<file path="src/hdl/memmap_regs.svh">
/*
 * address map constants for the system memory map decoder: range limits,
 * master-side offsets, external chip-select windows and the master id
 * that may reach external memory.
 * assumes byte addresses, 24-bit processor space and 32-bit dma/usb space.
 */
// Behaviour
// RULE1: cpu 00c0-ffff decodes to dual-port ram
// RULE2: dual-port block takes two accesses, no stall
// RULE3: dma dual-port address minus fixed offset
// RULE4: lowest 192 bytes are core registers
// RULE5: cpu 010000-03ffff decodes to single-port ram
// RULE6: single-port block takes one access per cycle
// RULE7: same single-port block clash stalls one access
// RULE8: dma/usb single-port address minus fixed offset
// RULE9: cpu fe0000-ffffff decodes to four rom blocks
// RULE10: only processor buses reach the rom
// RULE11: rom disable bit set leaves rom unmapped
// RULE12: hardware reset clears rom disable bit
// RULE13: software reset leaves rom disable bit
// RULE14: only dma controller three reaches external
// RULE15: usb never reaches dual-port ram
// RULE16: cpu 050000-ffffff decodes to five external spaces
// RULE17: sync space selects a, or a plus b
// RULE18: one async select per space, during access
// RULE19: rom range taken from last async space
// RULE20: separate select decode for each space
// RULE21: software sets up external port before use
// RULE22: unmapped ranges select nothing, no selects
`ifndef MEMMAP_REGS_SVH
`define MEMMAP_REGS_SVH

// processor byte address ranges
`define MMR_HI 32'h0000_00bf
`define DPRAM_LO 32'h0000_00c0
`define DPRAM_HI 32'h0000_ffff
`define SPRAM_LO 32'h0001_0000
`define SPRAM_HI 32'h0003_ffff
`define EXT_LO 32'h0005_0000
`define CS2_LO 32'h0080_0000
`define CS3_LO 32'h00c0_0000
`define CS4_LO 32'h00e0_0000
`define CS5_LO 32'h00f0_0000
`define ROM_LO 32'h00fe_0000
`define ROM_HI 32'h00ff_ffff
`define SPRAM_FIRST_BLK 5'h08

// dma/usb side windows
`define DMA_DP_OFS 32'h0001_0000
`define DMA_DP_LO 32'h0001_0000
`define DMA_DP_HI 32'h0001_ffff
`define DMA_SP_OFS 32'h0008_0000
`define DMA_SP_LO 32'h0009_0000
`define DMA_SP_HI 32'h000b_ffff
`define DMA_CS0_BASE 32'h0100_0000
`define DMA_CS2_BASE 32'h0200_0000
`define DMA_CS3_BASE 32'h0300_0000
`define DMA_CS4_BASE 32'h0400_0000
`define DMA_CS5_BASE 32'h0500_0000
`define CS0_SIZE 32'h007b_0000
`define CS2_SIZE 32'h0040_0000
`define CS3_SIZE 32'h0020_0000
`define CS4_SIZE 32'h0010_0000
`define CS5_SIZE 32'h000e_0000
`define EXT_DMA_ID 2'h3

`endif

</file>
<file path="src/hdl/memmap_pkg.sv">
/*
 * types shared by the memory map decoder files: master kinds and targets.
 * assumes nothing beyond a systemverilog compiler.
 */
package memmap_pkg;
    // =====================================================
    // master that presents an access
    typedef enum logic [3:0] {
        SRC_CPU_PROG = 4'b0001,
        SRC_CPU_DATA = 4'b0010,
        SRC_DMA = 4'b0100,
        SRC_USB = 4'b1000
    } src_type;
    // =====================================================
    // memory target picked by the decode
    typedef enum logic [5:0] {
        TGT_NONE = 6'b000001,
        TGT_MMR = 6'b000010,
        TGT_DPRAM = 6'b000100,
        TGT_SPRAM = 6'b001000,
        TGT_ROM = 6'b010000,
        TGT_EXT = 6'b100000
    } tgt_type;
endpackage

</file>
<file path="src/hdl/addr_decode.sv">
/*
 * combinational decode of one master's address into target, block,
 * processor byte address and external space (one-hot: sync, cs2..cs5).
 * assumes the caller registers the results.
 */
`timescale 1ns/1ps
`include "memmap_regs.svh"
module addr_decode (
    input wire memmap_pkg::src_type src,
    input wire [1:0] dma_id,
    input wire [31:0] addr,
    input wire rom_dis,
    output memmap_pkg::tgt_type tgt,
    output logic [4:0] blk,
    output logic [23:0] cpu_a,
    output logic [4:0] space
);
    import memmap_pkg::*;

    // =====================================================
    // helpers
    function automatic logic in_rng(input logic [31:0] a, input logic [31:0] lo,
                                    input logic [31:0] hi);
        return (a >= lo) && (a <= hi);
    endfunction

    function automatic logic seg_hit(input logic [31:0] a, input logic [31:0] base,
                                     input logic [31:0] size);
        return (a >= base) && (a < base + size);
    endfunction

    logic is_cpu; // processor program or data bus
    logic mapped; // address lands somewhere in processor view
    logic [31:0] eff; // processor-view byte address

    // =====================================================
    // translate to processor view, then decode
    always_comb begin
        is_cpu = (src == SRC_CPU_PROG) || (src == SRC_CPU_DATA);
        mapped = 1'b1;
        eff = 32'h0000_0000;
        tgt = TGT_NONE;
        space = 5'h00;
        blk = 5'h00;
        if (is_cpu) begin
            eff = {8'h00, addr[23:0]};
        end else if (in_rng(addr, `DMA_DP_LO, `DMA_DP_HI)) begin
            eff = addr - `DMA_DP_OFS; // [RULE3]
        end else if (in_rng(addr, `DMA_SP_LO, `DMA_SP_HI)) begin
            eff = addr - `DMA_SP_OFS; // [RULE8]
        end else if (seg_hit(addr, `DMA_CS0_BASE, `CS0_SIZE)) begin
            eff = `EXT_LO + (addr - `DMA_CS0_BASE);
        end else if (seg_hit(addr, `DMA_CS2_BASE, `CS2_SIZE)) begin
            eff = `CS2_LO + (addr - `DMA_CS2_BASE);
        end else if (seg_hit(addr, `DMA_CS3_BASE, `CS3_SIZE)) begin
            eff = `CS3_LO + (addr - `DMA_CS3_BASE);
        end else if (seg_hit(addr, `DMA_CS4_BASE, `CS4_SIZE)) begin
            eff = `CS4_LO + (addr - `DMA_CS4_BASE);
        end else if (seg_hit(addr, `DMA_CS5_BASE, `CS5_SIZE)) begin
            eff = `CS5_LO + (addr - `DMA_CS5_BASE);
        end else begin
            mapped = 1'b0; // includes the dma view of the rom window
        end
        cpu_a = eff[23:0];
        if (!mapped) begin
            tgt = TGT_NONE; // [RULE22]
        end else if (eff <= `MMR_HI) begin
            // core registers sit below the first ram block
            tgt = is_cpu ? TGT_MMR : TGT_NONE; // [RULE4]
        end else if (in_rng(eff, `DPRAM_LO, `DPRAM_HI)) begin
            if (src != SRC_USB) begin // [RULE15]
                tgt = TGT_DPRAM; // [RULE1]
                blk = {2'b00, eff[15:13]};
            end
        end else if (in_rng(eff, `SPRAM_LO, `SPRAM_HI)) begin
            tgt = TGT_SPRAM; // [RULE5]
            blk = eff[17:13] - `SPRAM_FIRST_BLK;
        end else if (in_rng(eff, `ROM_LO, `ROM_HI)) begin
            // rom window is rom or nothing; never handed to cs5
            if (is_cpu && !rom_dis) begin // [RULE10] [RULE11] [RULE19]
                tgt = TGT_ROM; // [RULE9]
                blk = {3'b000, eff[16:15]};
            end
        end else if (in_rng(eff, `EXT_LO, `ROM_LO - 32'h1)) begin
            if (is_cpu || (src == SRC_DMA && dma_id == `EXT_DMA_ID)) begin // [RULE14]
                tgt = TGT_EXT; // [RULE16]
                if (eff < `CS2_LO) begin
                    space = 5'b00001; // [RULE20]
                end else if (eff < `CS3_LO) begin
                    space = 5'b00010;
                end else if (eff < `CS4_LO) begin
                    space = 5'b00100;
                end else if (eff < `CS5_LO) begin
                    space = 5'b01000;
                end else begin
                    space = 5'b10000;
                end
            end
        end
    end
endmodule

</file>
<file path="src/hdl/memmap_router.sv">
/*
 * system memory map router: decodes two accesses per cycle (port a, the
 * higher priority, and port b), resolves block clashes, holds the rom
 * disable bit and drives the external chip selects (active low).
 * assumes masters repeat a request that was answered with b_stall_r.
 */
`timescale 1ns/1ps
`include "memmap_regs.svh"
module memmap_router (
    input wire ref_clk,
    input wire srst,
    input wire ce,
    input wire a_req,
    input wire memmap_pkg::src_type a_src,
    input wire [1:0] a_dma_id,
    input wire [31:0] a_addr,
    input wire a_write,
    input wire b_req,
    input wire memmap_pkg::src_type b_src,
    input wire [1:0] b_dma_id,
    input wire [31:0] b_addr,
    input wire b_write,
    input wire rom_disable_set,
    input wire rom_disable_clr,
    input wire sync_pair_mode,
    output memmap_pkg::tgt_type a_target_r,
    output logic [4:0] a_block_r,
    output logic [23:0] a_addr_r,
    output logic a_write_r,
    output logic a_grant_r,
    output memmap_pkg::tgt_type b_target_r,
    output logic [4:0] b_block_r,
    output logic [23:0] b_addr_r,
    output logic b_write_r,
    output logic b_grant_r,
    output logic b_stall_r,
    output logic rom_disable_bit,
    output logic sync_space_select_a_n,
    output logic sync_space_select_b_n,
    output logic [3:0] async_space_selects_n
);
    import memmap_pkg::*;

    // =====================================================
    // decode results, combinational
    tgt_type a_tgt; // port a target
    tgt_type b_tgt; // port b target
    logic [4:0] a_blk; // port a block
    logic [4:0] b_blk; // port b block
    logic [23:0] a_cpu; // port a processor address
    logic [23:0] b_cpu; // port b processor address
    logic [4:0] a_space; // port a external space
    logic [4:0] b_space; // port b external space
    logic a_hit; // port a valid and mapped
    logic b_hit; // port b valid and mapped
    logic clash; // port b must wait
    logic [4:0] ext_space_nxt; // space driven next cycle
    logic rom_dis_nxt; // next rom disable value

    addr_decode dec_a (
        .src(a_src),
        .dma_id(a_dma_id),
        .addr(a_addr),
        .rom_dis(rom_disable_bit),
        .tgt(a_tgt),
        .blk(a_blk),
        .cpu_a(a_cpu),
        .space(a_space)
    );

    addr_decode dec_b (
        .src(b_src),
        .dma_id(b_dma_id),
        .addr(b_addr),
        .rom_dis(rom_disable_bit),
        .tgt(b_tgt),
        .blk(b_blk),
        .cpu_a(b_cpu),
        .space(b_space)
    );

    // =====================================================
    // clash resolution
    // only memories with a single access path need arbitration
    function automatic logic single_path(input tgt_type t);
        return (t == TGT_SPRAM) || (t == TGT_ROM) || (t == TGT_EXT);
    endfunction

    always_comb begin
        a_hit = a_req && (a_tgt != TGT_NONE);
        b_hit = b_req && (b_tgt != TGT_NONE);
        clash = 1'b0;
        if (a_hit && b_hit && a_tgt == b_tgt && single_path(a_tgt)) begin
            // external port serves one access at a time, any space
            if (a_tgt == TGT_EXT) begin
                clash = 1'b1;
            end else if (a_blk == b_blk) begin
                clash = 1'b1; // [RULE6] [RULE7]
            end
        end
        // dual-port blocks never clash, both ports go through [RULE2]
        ext_space_nxt = 5'h00;
        if (a_hit && a_tgt == TGT_EXT) begin
            ext_space_nxt = a_space;
        end else if (b_hit && b_tgt == TGT_EXT) begin
            ext_space_nxt = b_space;
        end
    end

    // =====================================================
    // rom disable bit
    // set beats clear if software writes both in one cycle; of the resets only
    // srst clears it, the software reset instruction has no path here
    always_comb begin
        rom_dis_nxt = rom_disable_bit;
        if (rom_disable_set) begin
            rom_dis_nxt = 1'b1;
        end else if (rom_disable_clr) begin
            rom_dis_nxt = 1'b0;
        end
    end

    always_ff @(posedge ref_clk) begin
        if (srst) begin
            rom_disable_bit <= 1'b0; // [RULE12]
        end else if (ce) begin
            rom_disable_bit <= rom_dis_nxt; // [RULE13]
        end
    end

    // =====================================================
    // port a answer, never stalled
    always_ff @(posedge ref_clk) begin
        if (srst) begin
            a_target_r <= TGT_NONE;
            a_block_r <= 5'h00;
            a_addr_r <= 24'h000000;
            a_write_r <= 1'b0;
            a_grant_r <= 1'b0;
        end else if (ce) begin
            a_target_r <= a_req ? a_tgt : TGT_NONE;
            a_block_r <= a_blk;
            a_addr_r <= a_cpu;
            a_write_r <= a_req && a_write;
            a_grant_r <= a_hit;
        end
    end

    // =====================================================
    // port b answer, stalled for one cycle on a clash
    always_ff @(posedge ref_clk) begin
        if (srst) begin
            b_target_r <= TGT_NONE;
            b_block_r <= 5'h00;
            b_addr_r <= 24'h000000;
            b_write_r <= 1'b0;
            b_grant_r <= 1'b0;
            b_stall_r <= 1'b0;
        end else if (ce) begin
            b_target_r <= b_req ? b_tgt : TGT_NONE;
            b_block_r <= b_blk;
            b_addr_r <= b_cpu;
            b_write_r <= b_req && b_write && !clash;
            b_grant_r <= b_hit && !clash; // [RULE7]
            b_stall_r <= clash; // [RULE7]
        end
    end

    // =====================================================
    // chip selects, low only in the cycle after a granted access
    // software must have set up the external port first; nothing
    // here can tell whether it did
    always_ff @(posedge ref_clk) begin
        if (srst) begin
            sync_space_select_a_n <= 1'b1;
            sync_space_select_b_n <= 1'b1;
            async_space_selects_n <= 4'hf;
        end else if (ce) begin
            sync_space_select_a_n <= !ext_space_nxt[0]; // [RULE17]
            sync_space_select_b_n <= !(ext_space_nxt[0] && sync_pair_mode); // [RULE17]
            async_space_selects_n <= ~ext_space_nxt[4:1]; // [RULE18] [RULE20] [RULE22]
        end
    end

    // =====================================================
    // assertions
    // judged on the registered answer, so a wrong bit timing in the
    // decode path shows up here as well
    rom_hidden_a: assert property (@(posedge ref_clk) disable iff (srst)
        ce && a_req && rom_disable_bit |=> a_target_r != TGT_ROM) // [RULE11]
        else $error("rom decoded while disabled");

    rom_reset_a: assert property (@(posedge ref_clk) disable iff (srst)
        $past(srst) |-> !rom_disable_bit) // [RULE12]
        else $error("rom disable bit not cleared by reset");

    usb_no_dp_a: assert property (@(posedge ref_clk) disable iff (srst)
        ce && b_req && b_src == SRC_USB |=> b_target_r != TGT_DPRAM) // [RULE15]
        else $error("usb routed to dual-port ram");

    dma_ext_a: assert property (@(posedge ref_clk) disable iff (srst)
        ce && b_req && b_src == SRC_DMA && b_dma_id != `EXT_DMA_ID
        |=> b_target_r != TGT_EXT) // [RULE14]
        else $error("dma 0-2 routed to external space");

    dma_no_rom_a: assert property (@(posedge ref_clk) disable iff (srst)
        ce && b_req && (b_src == SRC_DMA || b_src == SRC_USB)
        |=> b_target_r != TGT_ROM) // [RULE10]
        else $error("dma or usb routed to rom");

    sp_clash_a: assert property (@(posedge ref_clk) disable iff (srst)
        ce && a_req && b_req && a_tgt == TGT_SPRAM && b_tgt == TGT_SPRAM
        && a_blk == b_blk |=> a_grant_r && b_stall_r && !b_grant_r) // [RULE7]
        else $error("single-port clash not stalled");

    dp_both_a: assert property (@(posedge ref_clk) disable iff (srst)
        ce && a_req && b_req && a_tgt == TGT_DPRAM && b_tgt == TGT_DPRAM
        |=> a_grant_r && b_grant_r && !b_stall_r) // [RULE2]
        else $error("dual-port access stalled");

    dma_dp_xlat_a: assert property (@(posedge ref_clk) disable iff (srst)
        ce && b_req && b_src == SRC_DMA && b_addr == 32'h0001_2000
        |=> b_target_r == TGT_DPRAM && b_addr_r == 24'h002000 && b_block_r == 5'h01) // [RULE3]
        else $error("dma dual-port offset wrong");

    dma_sp_xlat_a: assert property (@(posedge ref_clk) disable iff (srst)
        ce && b_req && b_src == SRC_DMA && b_addr == 32'h0009_0000
        |=> b_target_r == TGT_SPRAM && b_addr_r == 24'h010000 && b_block_r == 5'h00) // [RULE8]
        else $error("dma single-port offset wrong");

    mmr_low_a: assert property (@(posedge ref_clk) disable iff (srst)
        ce && a_req && a_src == SRC_CPU_DATA && a_addr == 32'h0000_00bf
        |=> a_target_r == TGT_MMR ##0 $past(a_tgt) != TGT_DPRAM) // [RULE4]
        else $error("register window decoded as ram");

    async_sel_a: assert property (@(posedge ref_clk) disable iff (srst)
        async_space_selects_n != 4'hf |-> $onehot(~async_space_selects_n)
        && sync_space_select_a_n && ((a_grant_r && a_target_r == TGT_EXT)
        || (b_grant_r && b_target_r == TGT_EXT))) // [RULE18]
        else $error("async select without external access");

    pair_sel_a: assert property (@(posedge ref_clk) disable iff (srst)
        !sync_space_select_b_n |-> !sync_space_select_a_n) // [RULE17]
        else $error("second sync select without first");

    // =====================================================
    // covers
    sp_clash_c: cover property (@(posedge ref_clk) disable iff (srst)
        b_stall_r && a_target_r == TGT_SPRAM);
    dp_dual_c: cover property (@(posedge ref_clk) disable iff (srst)
        a_grant_r && b_grant_r && a_target_r == TGT_DPRAM && b_target_r == TGT_DPRAM);
    rom_off_c: cover property (@(posedge ref_clk) disable iff (srst)
        rom_disable_bit && a_req && a_addr == 32'h00fe_0000 ##1 !a_grant_r);
    cs5_c: cover property (@(posedge ref_clk) disable iff (srst)
        !async_space_selects_n[3]);
endmodule

</file>
<file path="config.mk">
export PLATFORM = sky130hd
export DESIGN_NAME = memmap_router
export DESIGN_NICKNAME = d
export VERILOG_FILES = /design/src/hdl/memmap_pkg.sv /design/src/hdl/addr_decode.sv /design/src/hdl/memmap_router.sv
export VERILOG_INCLUDE_DIRS = /design/src /design/src/hdl
export SDC_FILE = /design/constraint.sdc
export NUM_CORES = 1
export LEC_CHECK = 0
export ABC_CLOCK_PERIOD_IN_PS = 6000
export BUFFER_PORTS_ARGS = -buffer_cell sky130_fd_sc_hd__buf_2
export CAP_MARGIN = 30
export CORE_MARGIN = 3
export CORE_UTILIZATION = 25
export CTS_BUF_LIST = sky130_fd_sc_hd__clkbuf_8
export DETAILED_ROUTE_END_ITERATION = 10
export PLACE_DENSITY = 0.51
export SYNTH_ARGS = -nofsm -noshare
export SYNTH_HDL_FRONTEND = slang
export SYNTH_HIERARCHICAL = 1
export SYNTH_SLANG_ARGS = --single-unit
export TNS_END_PERCENT = 30
</file>
<file path="constraint.sdc">
create_clock -name ref_clk -period 6 [get_ports ref_clk]
set_input_delay 1.2 -clock ref_clk [delete_from_list [all_inputs] [get_ports ref_clk]]
set_output_delay 1.2 -clock ref_clk [all_outputs]
set_load 0.02 [all_outputs]
</file>
==> results of run 1 <==
repair_timing:
item | CTS | global route
setup endpoints to repair | 0 | 9
hold buffers | 0 | 0
resized for setup | 0 | 2
flip-flops by register name (all words and copies together) (netlist names):
| register | flops |
|---|---|
| b_grant_r | 1 |
| b_addr_r | 24 |
| async_space_selects_n | 4 |
| sync_space_select_b_n | 1 |
| a_addr_r | 24 |
| b_target_r | 6 |
| sync_space_select_a_n | 1 |
| b_stall_r | 1 |
| b_write_r | 1 |
| rom_disable_bit | 1 |
| a_write_r | 1 |
| a_grant_r | 1 |
| b_block_r | 5 |
| a_block_r | 5 |
| a_target_r | 6 |
synth_stat cells, types with 5 or more instances:
cell      number  area, um^2
nor4_1        13        81.3
a21oi_1       46         230
a21o_1         5        37.5
a211o_1        6        52.6
xnor2_1       31         272
a31oi_1        6        37.5
buf_6          6        67.6
o211a_1        5        50.1
nor3_1        25         125
o31ai_1        9        67.6
and4_1         5        43.8
nor2b_1        9        56.3
nand2b_1      17         106
nor2_1       110         413
or2_2          6        37.5
a32o_1         5        50.1
nor4_2         9         113
a211oi_2       5        62.6
nand4_1       23         144
and2_1        37         231
o211ai_1       8        60.1
clkbuf_1      27         101
mux2i_1       64         641
a21boi_0       5        37.5
ha_1          46         576
o21ai_0       39         195
inv_1         43         161
nor3b_1        8        60.1
or3_1         13        81.3
nand3_1       41         205
xor2_1         8        70.1
a211oi_1       6        45.0
and3_1        10        62.6
dfxtp_1       82        1640
buf_2         15        75.1
a221oi_1       7        61.3
nand2_1       63         236
routing by layer:
metal,global-route usage (%),share of wire (%),vias to the layer above
met3,2.86,5.8,28
met5,0,0,-
met4,3.93,1.7,0
li1,-,-,4085
met1,24.5,47,3896
met2,27.6,45,259
layout make-up:
cell class	instances	area, um^2
fillers	3279	20200
clock buffers	10	138
well taps	390	488
repair buffers	283	1730
multi-input cells	802	5670
clock inverters	6	106
inverters	46	173
flip-flops and latches	82	1640
power breakdown:
group | switching (mW) | total (mW) | internal (mW)
registers | 0.00703 | 0.562 | 0.555
clock network | 0.220 | 0.506 | 0.286
logic | 0.241 | 0.404 | 0.163
worst min path at each step:
stage | startpoint | end | slack, ns | depth (start not counted)
floorplan | sync_space_select_a_n | sync_space_select_a_n | 0.52 | 2
global placement | sync_space_select_a_n | sync_space_select_a_n | 0.44 | 2
detailed placement | sync_space_select_a_n | sync_space_select_a_n | 0.44 | 2
CTS | sync_space_select_a_n | sync_space_select_a_n | 0.45 | 2
global route | sync_space_select_a_n | sync_space_select_a_n | 0.48 | 2
finish | sync_space_select_a_n | sync_space_select_a_n | 0.45 | 2
worst min-delay path, stage by stage, from the launching register on:
cell and delay (ns):
dfxtp_1 0.32, inv_1 0.05, o21ai_1 0.05
cell families after synthesis:
group	after synthesis
XOR/XNOR	39
multiplexers	66
flip-flops	82
buffers and inverters	99
adder cells (fa/ha/maj)	46
AO/OA/AOI/OAI	219
AND/OR/NAND/NOR	432
==> flow_summary.json, run 1 <==
{
  "yosys-mux-area-fraction_pct": 8.61,
  "synth-simple-area-share_pct": 31.8,
  "synthFlopType": "dfxtp_1",
  "post_dp_cell_area_um2": 9690,
  "cpPeakStageDelay_ns": 0.38,
  "area_growth_pct": 28.5,
  "fin_util_pct": 33.0,
  "wl_mm": 29.4,
  "clkTransAtPathRegs_ns": 0.09,
  "synth-xor-area-share_pct": 4.41,
  "path_cells": "buf_2, inv_1, ha_1, nand3_1, nor4_4, nand4_1, a21oi_2, nor2_1, o31ai_2, inv_1, buf_4, ha_1, o21ai_0, and3_1, mux2i_1, nor4b_1, o21a_1, xnor2_1, nand4_1, o21ai_0, nand3_2, a32o_1",
  "ys_warn_count": 6,
  "path_class": "in2reg",
  "hold_slack_ns": 0.449,
  "synth_cell_types": 102,
  "cts_setup_buffers": 0,
  "instances_no_fill": 1619,
  "r2r-start": "rom_disable_bit",
  "synth-seq-cells": 82,
  "final_cell_mix": "buf_2, buf_4, nor2_1",
  "root_buffer": "clkbuf_8",
  "slew_violations": 0,
  "first_iter_violations": 530,
  "slew_headroom_pct": 39.7,
  "dp.cells": 1603,
  "setup_ws_ns": 0.441,
  "core_um2": 30100,
  "gr-total-overflow": 0,
  "clock_latency_ns": 0.37,
  "outcome": "finished, final reports clean",
  "tightestPinTransition_ns": 0.905,
  "cts_sinks": 82,
  "grt_pass1_wl_mm": 46.4,
  "path_buf_inv": 4,
  "fin_area_um2": 9950,
  "antenna_left": 0,
  "die_y_um": 182,
  "antenna_found_initial": 0,
  "r2r_cells": 9,
  "post_drt_wl_per_cell_um": 18.2,
  "syn_area_per_cell_um2": 7.88,
  "rrSetupSlack_ns": 3.71,
  "skew_ns": 0.00416,
  "hp-class": "reg2reg",
  "crit_end": "b_write_r",
  "port_buffers": 167,
  "start_kind": "input pin",
  "via_count": 8268,
  "num_rows": 63,
  "critPathCaptureType": "flop",
  "vias_per_cell": 5.11,
  "period_needed_ns": 5.56,
  "arrival_ns": 5.82,
  "hpwl_mm": 23.7,
  "die_w_um": 182,
  "tritoncts": "yes",
  "ys_seq_area_share_pct": 21.2,
  "period_share_pct": 92.7,
  "start_util_pct": 25.7,
  "maxCapViolations": 0,
  "r2r_end": "async_space_selects_n[1]",
  "firstDrtPassIters": 6,
  "final_common_cell": "buf_2",
  "synthCells": 983,
  "hold_violations": 0,
  "synth_top_family_by_area": "simple AND/OR/NAND/NOR gates",
  "tns_ns": 0,
  "worstPathMaxFanout": 10,
  "synthAdderAreaFrac_pct": 7.43,
  "grt_max_degree": 79,
  "crit_slowest_cell": "nor4_4",
  "synth_area_um2": 7740,
  "required_ns": 6.26,
  "rsz0062_at_grt": "false",
  "synth_edf_count": 0,
  "grt_pass1_vias": 8003,
  "async_reset_ff_share_pct": 0,
  "finalSetupViolCount": 0,
  "synth-compound-area-share_pct": 20.8,
  "power_density_nw_per_um2": 148,
  "final_nets": 1356,
  "grt_use_total_pct": 17.3,
  "io_pins": 168,
  "p_leak_nw": 4.38,
  "peakVddDrop_mv": 0.108,
  "power_mw": 1.47,
  "htreeDepth": 3,
  "drive_above_1_share_pct": 29.5,
  "numCtsBuffers": 9,
  "dp_slack_ns": -0.120,
  "gp_congestion": 0.967,
  "antenna_cells": 0,
  "startpoint": "b_addr[21]",
  "fmax_mhz": 180,
  "die_area_um2": 33100,
  "post-route-drc-count": 0,
  "cts_buffer_depth": 2,
  "cpLargestDelayFamily": "simple AND/OR/NAND/NOR gates",
  "synth_fp_nets": 1115,
  "crit_cells": 22
}
Power figures use the tool's default switching activity.
==> run 2, diff against run 1 <==
--- a/config.mk
+++ b/config.mk
@@ -6,14 +6,14 @@
 export SDC_FILE = /design/constraint.sdc
 export NUM_CORES = 1
 export LEC_CHECK = 0
-export ABC_CLOCK_PERIOD_IN_PS = 6000
+export ABC_CLOCK_PERIOD_IN_PS = 5550
 export BUFFER_PORTS_ARGS = -buffer_cell sky130_fd_sc_hd__buf_2
 export CAP_MARGIN = 30
 export CORE_MARGIN = 3
 export CORE_UTILIZATION = 25
 export CTS_BUF_LIST = sky130_fd_sc_hd__clkbuf_8
 export DETAILED_ROUTE_END_ITERATION = 10
-export PLACE_DENSITY = 0.51
+export PLACE_DENSITY = 0.5
 export SYNTH_ARGS = -nofsm -noshare
 export SYNTH_HDL_FRONTEND = slang
 export SYNTH_HIERARCHICAL = 1
==> constraint.sdc (replaced) <==
create_clock -name ref_clk -period 5.55 [get_ports ref_clk]
set_input_delay 1.11 -clock ref_clk [delete_from_list [all_inputs] [get_ports ref_clk]]
set_output_delay 1.11 -clock ref_clk [all_outputs]
set_load 0.02 [all_outputs]
==> flow_summary.json, run 2 (synthesized netlist as in run 1, its figures left out) <==
{
  "gp_congestion": 0.900,
  "grt_use_total_pct": 17.5,
  "grt_max_degree": 79,
  "r2r-start": "rom_disable_bit",
  "via_count": 8359,
  "fin_area_um2": 10200,
  "clock_latency_ns": 0.38,
  "switching_share_pct": 33.5,
  "port_buffers": 167,
  "arrival_ns": 5.51,
  "pwr-share-comb_pct": 29.9,
  "htreeDepth": 3,
  "fin_util_pct": 34.0,
  "required_ns": 5.82,
  "io_pins": 168,
  "wl_mm": 29.5,
  "drive_above_1_share_pct": 32.4,
  "startpoint": "b_addr[22]",
  "hold_violations": 0,
  "hpwl_mm": 23.9,
  "p_leak_nw": 4.58,
  "grt_pass1_wl_mm": 46.7,
  "hp-class": "reg2reg",
  "start_util_pct": 25.7,
  "die_area_um2": 33100,
  "post_dp_cell_area_um2": 10000,
  "core_um2": 30100,
  "antenna_left": 0,
  "fmax_mhz": 191,
  "post-route-drc-count": 0,
  "final_cell_mix": "buf_2, buf_4, nor2_1",
  "die_y_um": 182,
  "area_growth_pct": 32.3,
  "cpPeakStageDelay_ns": 0.52,
  "p_sw_mw": 0.508,
  "path_class": "in2reg",
  "final_nets": 1403,
  "setup_ws_ns": 0.315,
  "die_w_um": 182,
  "antenna_cells": 0,
  "clkPwrFrac_pct": 29.9,
  "dp_slack_ns": -0.125,
  "path_buf_inv": 3,
  "path_cells": "buf_2, inv_1, ha_1, or3b_1, or3_1, nand2b_1, o21ai_0, buf_4, nand3_1, a22o_1, ha_1, a21oi_1, or4b_1, or3_1, a311o_1, xor2_1, nor4_1, nand3_2, a32o_1",
  "final_common_cell": "buf_2",
  "largestRegisters": "a_addr_r: 24 flops, b_addr_r: 24 flops",
  "power_density_nw_per_um2": 148,
  "finalSetupViolCount": 0,
  "peakVddDrop_mv": 0.0793,
  "clkTransAtPathRegs_ns": 0.09,
  "skew_ns": 0.00985,
  "first_iter_violations": 517,
  "cts_buffer_depth": 2,
  "critPathCaptureType": "flop",
  "numCtsBuffers": 9,
  "rsz0062_at_grt": "false",
  "crit_slowest_cell": "or4b_1",
  "root_buffer": "clkbuf_8",
  "hold_start": "sync_space_select_a_n",
  "start_kind": "input pin",
  "maxCapViolations": 0,
  "worstPathMaxFanout": 5,
  "tightestPinTransition_ns": 0.932,
  "antenna_found_initial": 0,
  "cpLargestDelayFamily": "simple AND/OR/NAND/NOR gates",
  "tritoncts": "yes",
  "period_needed_ns": 5.24,
  "vias_per_cell": 5.02,
  "p_seq_share_pct": 40.1,
  "internal_power_mw": 1.01,
  "post_drt_wl_per_cell_um": 17.7,
  "num_rows": 63,
  "slew_violations": 0,
  "period_share_pct": 94.3,
  "hold_buffers": 0,
  "power_mw": 1.51,
  "slew_headroom_pct": 37.0,
  "gr-total-overflow": 0,
  "outcome": "finished, final reports clean",
  "cts_sinks": 82,
  "grt_pass1_vias": 8296,
  "firstDrtPassIters": 6
}
==> run 2: changes by cell type in the layout (fill, tap and decap cells not counted), sizes merged <==
cell,before,now
buf,283,330
bufinv,3,1
clkinv,2,3
clkinvlp,0,1
==> run 2: what timing repair did <==
item	4_1_cts	5_1_grt
buffers inserted	0	0
resized for setup	0	4
endpoints found under the setup margin	0	4
hold endpoints to repair	0	0
==> run 2: metal layers <==
layer / wire, um / vias to the layer above / global-route usage [%]
met2: 13100 / 236 / 27.5
met1: 14100 / 3893 / 24.2
li1: - / 4187 / -
met4: 695 / 0 / 4.81
met3: 1700 / 43 / 3.63
met5: 0 / - / 0
==> run 2: path summary, 6_finish.rpt <==
path	endpoint	slack (ns)	cells after the start
min reg2reg	sync_space_select_a_n	0.45	2
max	b_grant_r	0.31	19
min	sync_space_select_a_n	0.45	2
max reg2reg	sync_space_select_a_n	3.19	9
==> run 2: worst register-to-register path, cell delays in order, from the launching register on <==
cell and delay, ns:
dfxtp_1 0.54, or3_1 0.20, buf_4 0.10, inv_1 0.05, buf_4 0.14, nor4_1 0.38, nand3_1 0.15, or3b_1 0.36
a31oi_1 0.22, o21ai_1 0.09
==> run 2: layout make-up <==
cell class / count / area [um^2]
Fill cell: 3257 / 19900
Multi-Input combinational cell: 802 / 5690
Timing Repair Buffer: 330 / 2060
Sequential cell: 82 / 1640
Tap cell: 390 / 488
Inverter: 46 / 173
Clock buffer: 10 / 138
Clock inverter: 6 / 58.8
==> run 2: through the flow <==
step / instances / TNS [ns] / hold slack [ns]
floorplan: 983 / 0 / 0.519
global placement: 1650 / -0.552 / 0.437
detailed placement: 1650 / -0.457 / 0.439
CTS: 1666 / 0 / 0.454
global route: 1666 / 0 / 0.468
finish: 1666 / 0 / 0.453
==> run 2: power groups by stage <==
stage | registers [mW] | clock network (mW) | logic (mW)
after floorplan | 0.635 | 0 | 0.243
after global placement | 0.622 | 0 | 0.451
after detailed placement | 0.622 | 0 | 0.449
after CTS | 0.608 | 0.471 | 0.452
after global routing | 0.609 | 0.493 | 0.497
final | 0.608 | 0.453 | 0.453
==> run 3, diff against run 2 <==
--- a/config.mk
+++ b/config.mk
@@ -6,12 +6,12 @@
 export SDC_FILE = /design/constraint.sdc
 export NUM_CORES = 1
 export LEC_CHECK = 0
-export ABC_CLOCK_PERIOD_IN_PS = 5550
+export ABC_CLOCK_PERIOD_IN_PS = 6250
 export BUFFER_PORTS_ARGS = -buffer_cell sky130_fd_sc_hd__buf_2
 export CAP_MARGIN = 30
 export CORE_MARGIN = 3
 export CORE_UTILIZATION = 25
-export CTS_BUF_LIST = sky130_fd_sc_hd__clkbuf_8
+export CTS_BUF_LIST = sky130_fd_sc_hd__clkbuf_16
 export DETAILED_ROUTE_END_ITERATION = 10
 export PLACE_DENSITY = 0.5
 export SYNTH_ARGS = -nofsm -noshare
==> constraint.sdc (replaced) <==
create_clock -name ref_clk -period 6.25 [get_ports ref_clk]
set_input_delay 1.25 -clock ref_clk [delete_from_list [all_inputs] [get_ports ref_clk]]
set_output_delay 1.25 -clock ref_clk [all_outputs]
set_load 0.02 [all_outputs]
==> flow_summary.json, run 3 (synthesized netlist as in run 1, its figures left out) <==
{
  "required_ns": 6.47,
  "first_iter_violations": 607,
  "tns_ns": 0,
  "largestRegisters": "a_addr_r: 24 flops, b_addr_r: 24 flops",
  "skew_ns": 0.0111,
  "slew_violations": 0,
  "dp_slack_ns": 0.189,
  "antenna_left": 0,
  "die_area_um2": 33100,
  "antenna_cells": 0,
  "cts_setup_buffers": 0,
  "area_growth_pct": 22.7,
  "peakVddDrop_mv": 0.121,
  "via_count": 8068,
  "clkTransAtPathRegs_ns": 0.06,
  "gp_congestion": 0.905,
  "wl_mm": 28.6,
  "setup_ws_ns": 0.494,
  "critPathCaptureType": "flop",
  "root_buffer": "clkbuf_16",
  "period_needed_ns": 5.76,
  "vias_per_cell": 5.17,
  "fmax_mhz": 174,
  "grt_use_total_pct": 16.9,
  "p_leak_nw": 4.09,
  "post-route-drc-count": 0,
  "num_rows": 63,
  "hold_violations": 0,
  "final_common_cell": "buf_2",
  "numCtsBuffers": 9,
  "arrival_ns": 5.98,
  "grt_pass1_vias": 7850,
  "outcome": "finished, final reports clean",
  "final_nets": 1298,
  "die_w_um": 182,
  "die_y_um": 182,
  "path_class": "in2reg",
  "startpoint": "a_addr[23]",
  "post_drt_wl_per_cell_um": 18.4,
  "worstPathMaxFanout": 9,
  "cts_buffer_depth": 2,
  "r2r-start": "rom_disable_bit",
  "io_pins": 168,
  "final_cell_mix": "buf_2, nor2_1, dfxtp_1",
  "port_buffers": 167,
  "post_cts_resized": 0,
  "core_um2": 30100,
  "grt_pass1_wl_mm": 45.1,
  "tightestPinTransition_ns": 0.960,
  "firstDrtPassIters": 5,
  "tritoncts": "yes",
  "fillerInstances": 3346,
  "hpwl_mm": 22.5,
  "power_density_nw_per_um2": 148,
  "maxCapViolations": 0,
  "grt_max_degree": 80,
  "rsz0062_at_grt": "false",
  "hp-class": "reg2reg",
  "start_util_pct": 25.7,
  "period_share_pct": 92.1,
  "cts_sinks": 82,
  "gr-total-overflow": 0,
  "clock_latency_ns": 0.35,
  "slew_headroom_pct": 35.7,
  "hold_buffers": 0,
  "start_kind": "input pin",
  "antenna_found_initial": 0,
  "finalSetupViolCount": 0,
  "hold_start": "sync_space_select_a_n",
  "drive_above_1_share_pct": 25.8,
  "htreeDepth": 3
}
==> run 3: cell types whose count changed in the layout (fill, tap and decap cells not counted), sizes merged <==
cell	before	now
bufinv	1	0
inv	47	46
clkinvlp	1	2
clkinv	3	4
buf	330	225
clkbuf	10	9
==> run 3: through the flow <==
stage          utilization, %  power, mW  hold WS [ns]  instances  instance area, um^2
2_1_floorplan               -      0.778         0.519        983                 7740
3_3_place_gp             30.7      0.918         0.444       1545                 9240
3_5_place_dp             30.7      0.916         0.439       1545                 9240
4_1_cts                  31.6       1.43         0.448       1560                 9500
5_1_grt                  31.6       1.48         0.466       1560                 9500
6_report                 31.6       1.41         0.446       1560                 9500
==> run 3: routing by layer <==
metal | global-route usage (%) | vias to the layer above | routed length, um
met5 | 0 | - | 0
met4 | 5.00 | 0 | 578
met3 | 3.29 | 24 | 1760
met2 | 27.2 | 250 | 13100
met1 | 22.9 | 3819 | 13200
li1 | - | 3975 | -
==> run 3: path summary, 6_finish.rpt <==
path / to / slack, ns / cells past startpoint
worst min register to register: sync_space_select_a_n / 0.45 / 2
worst min-delay path: sync_space_select_a_n / 0.45 / 2
worst max register to register: sync_space_select_a_n / 4.01 / 7
worst max-delay path: sync_space_select_a_n / 0.49 / 20
==> run 3: area by class of cell <==
type	instances	area, um^2	share of cell area (%)
clock buffers	9	225	2.37
clock inverters	6	36.3	0.382
inverters	46	173	1.82
multi-input cells	802	5660	59.6
flip-flops and latches	82	1640	17.3
well taps	390	488	5.14
repair buffers	225	1270	13.4
==> run 3: worst max-delay path, stage by stage <==
cell	delay [ns]
buf_2	0.19
inv_1	0.12
ha_1	0.29
nor2b_1	0.17
mux2i_1	0.25
a21o_1	0.25
nand3_2	0.13
or3_1	0.41
a22oi_1	0.38
ha_1	0.29
nor2b_1	0.15
a31oi_1	0.09
a2111oi_2	0.42
a211oi_2	0.10
o311ai_1	0.40
nor3_1	0.13
and4_1	0.25
or3b_1	0.40
a31oi_1	0.22
o21ai_1	0.09
==> run 3: power breakdown <==
group,internal [mW],switching (mW),total [mW]
Clock,0.265,0.236,0.501
Combinational,0.140,0.227,0.367
Sequential,0.533,0.00619,0.539
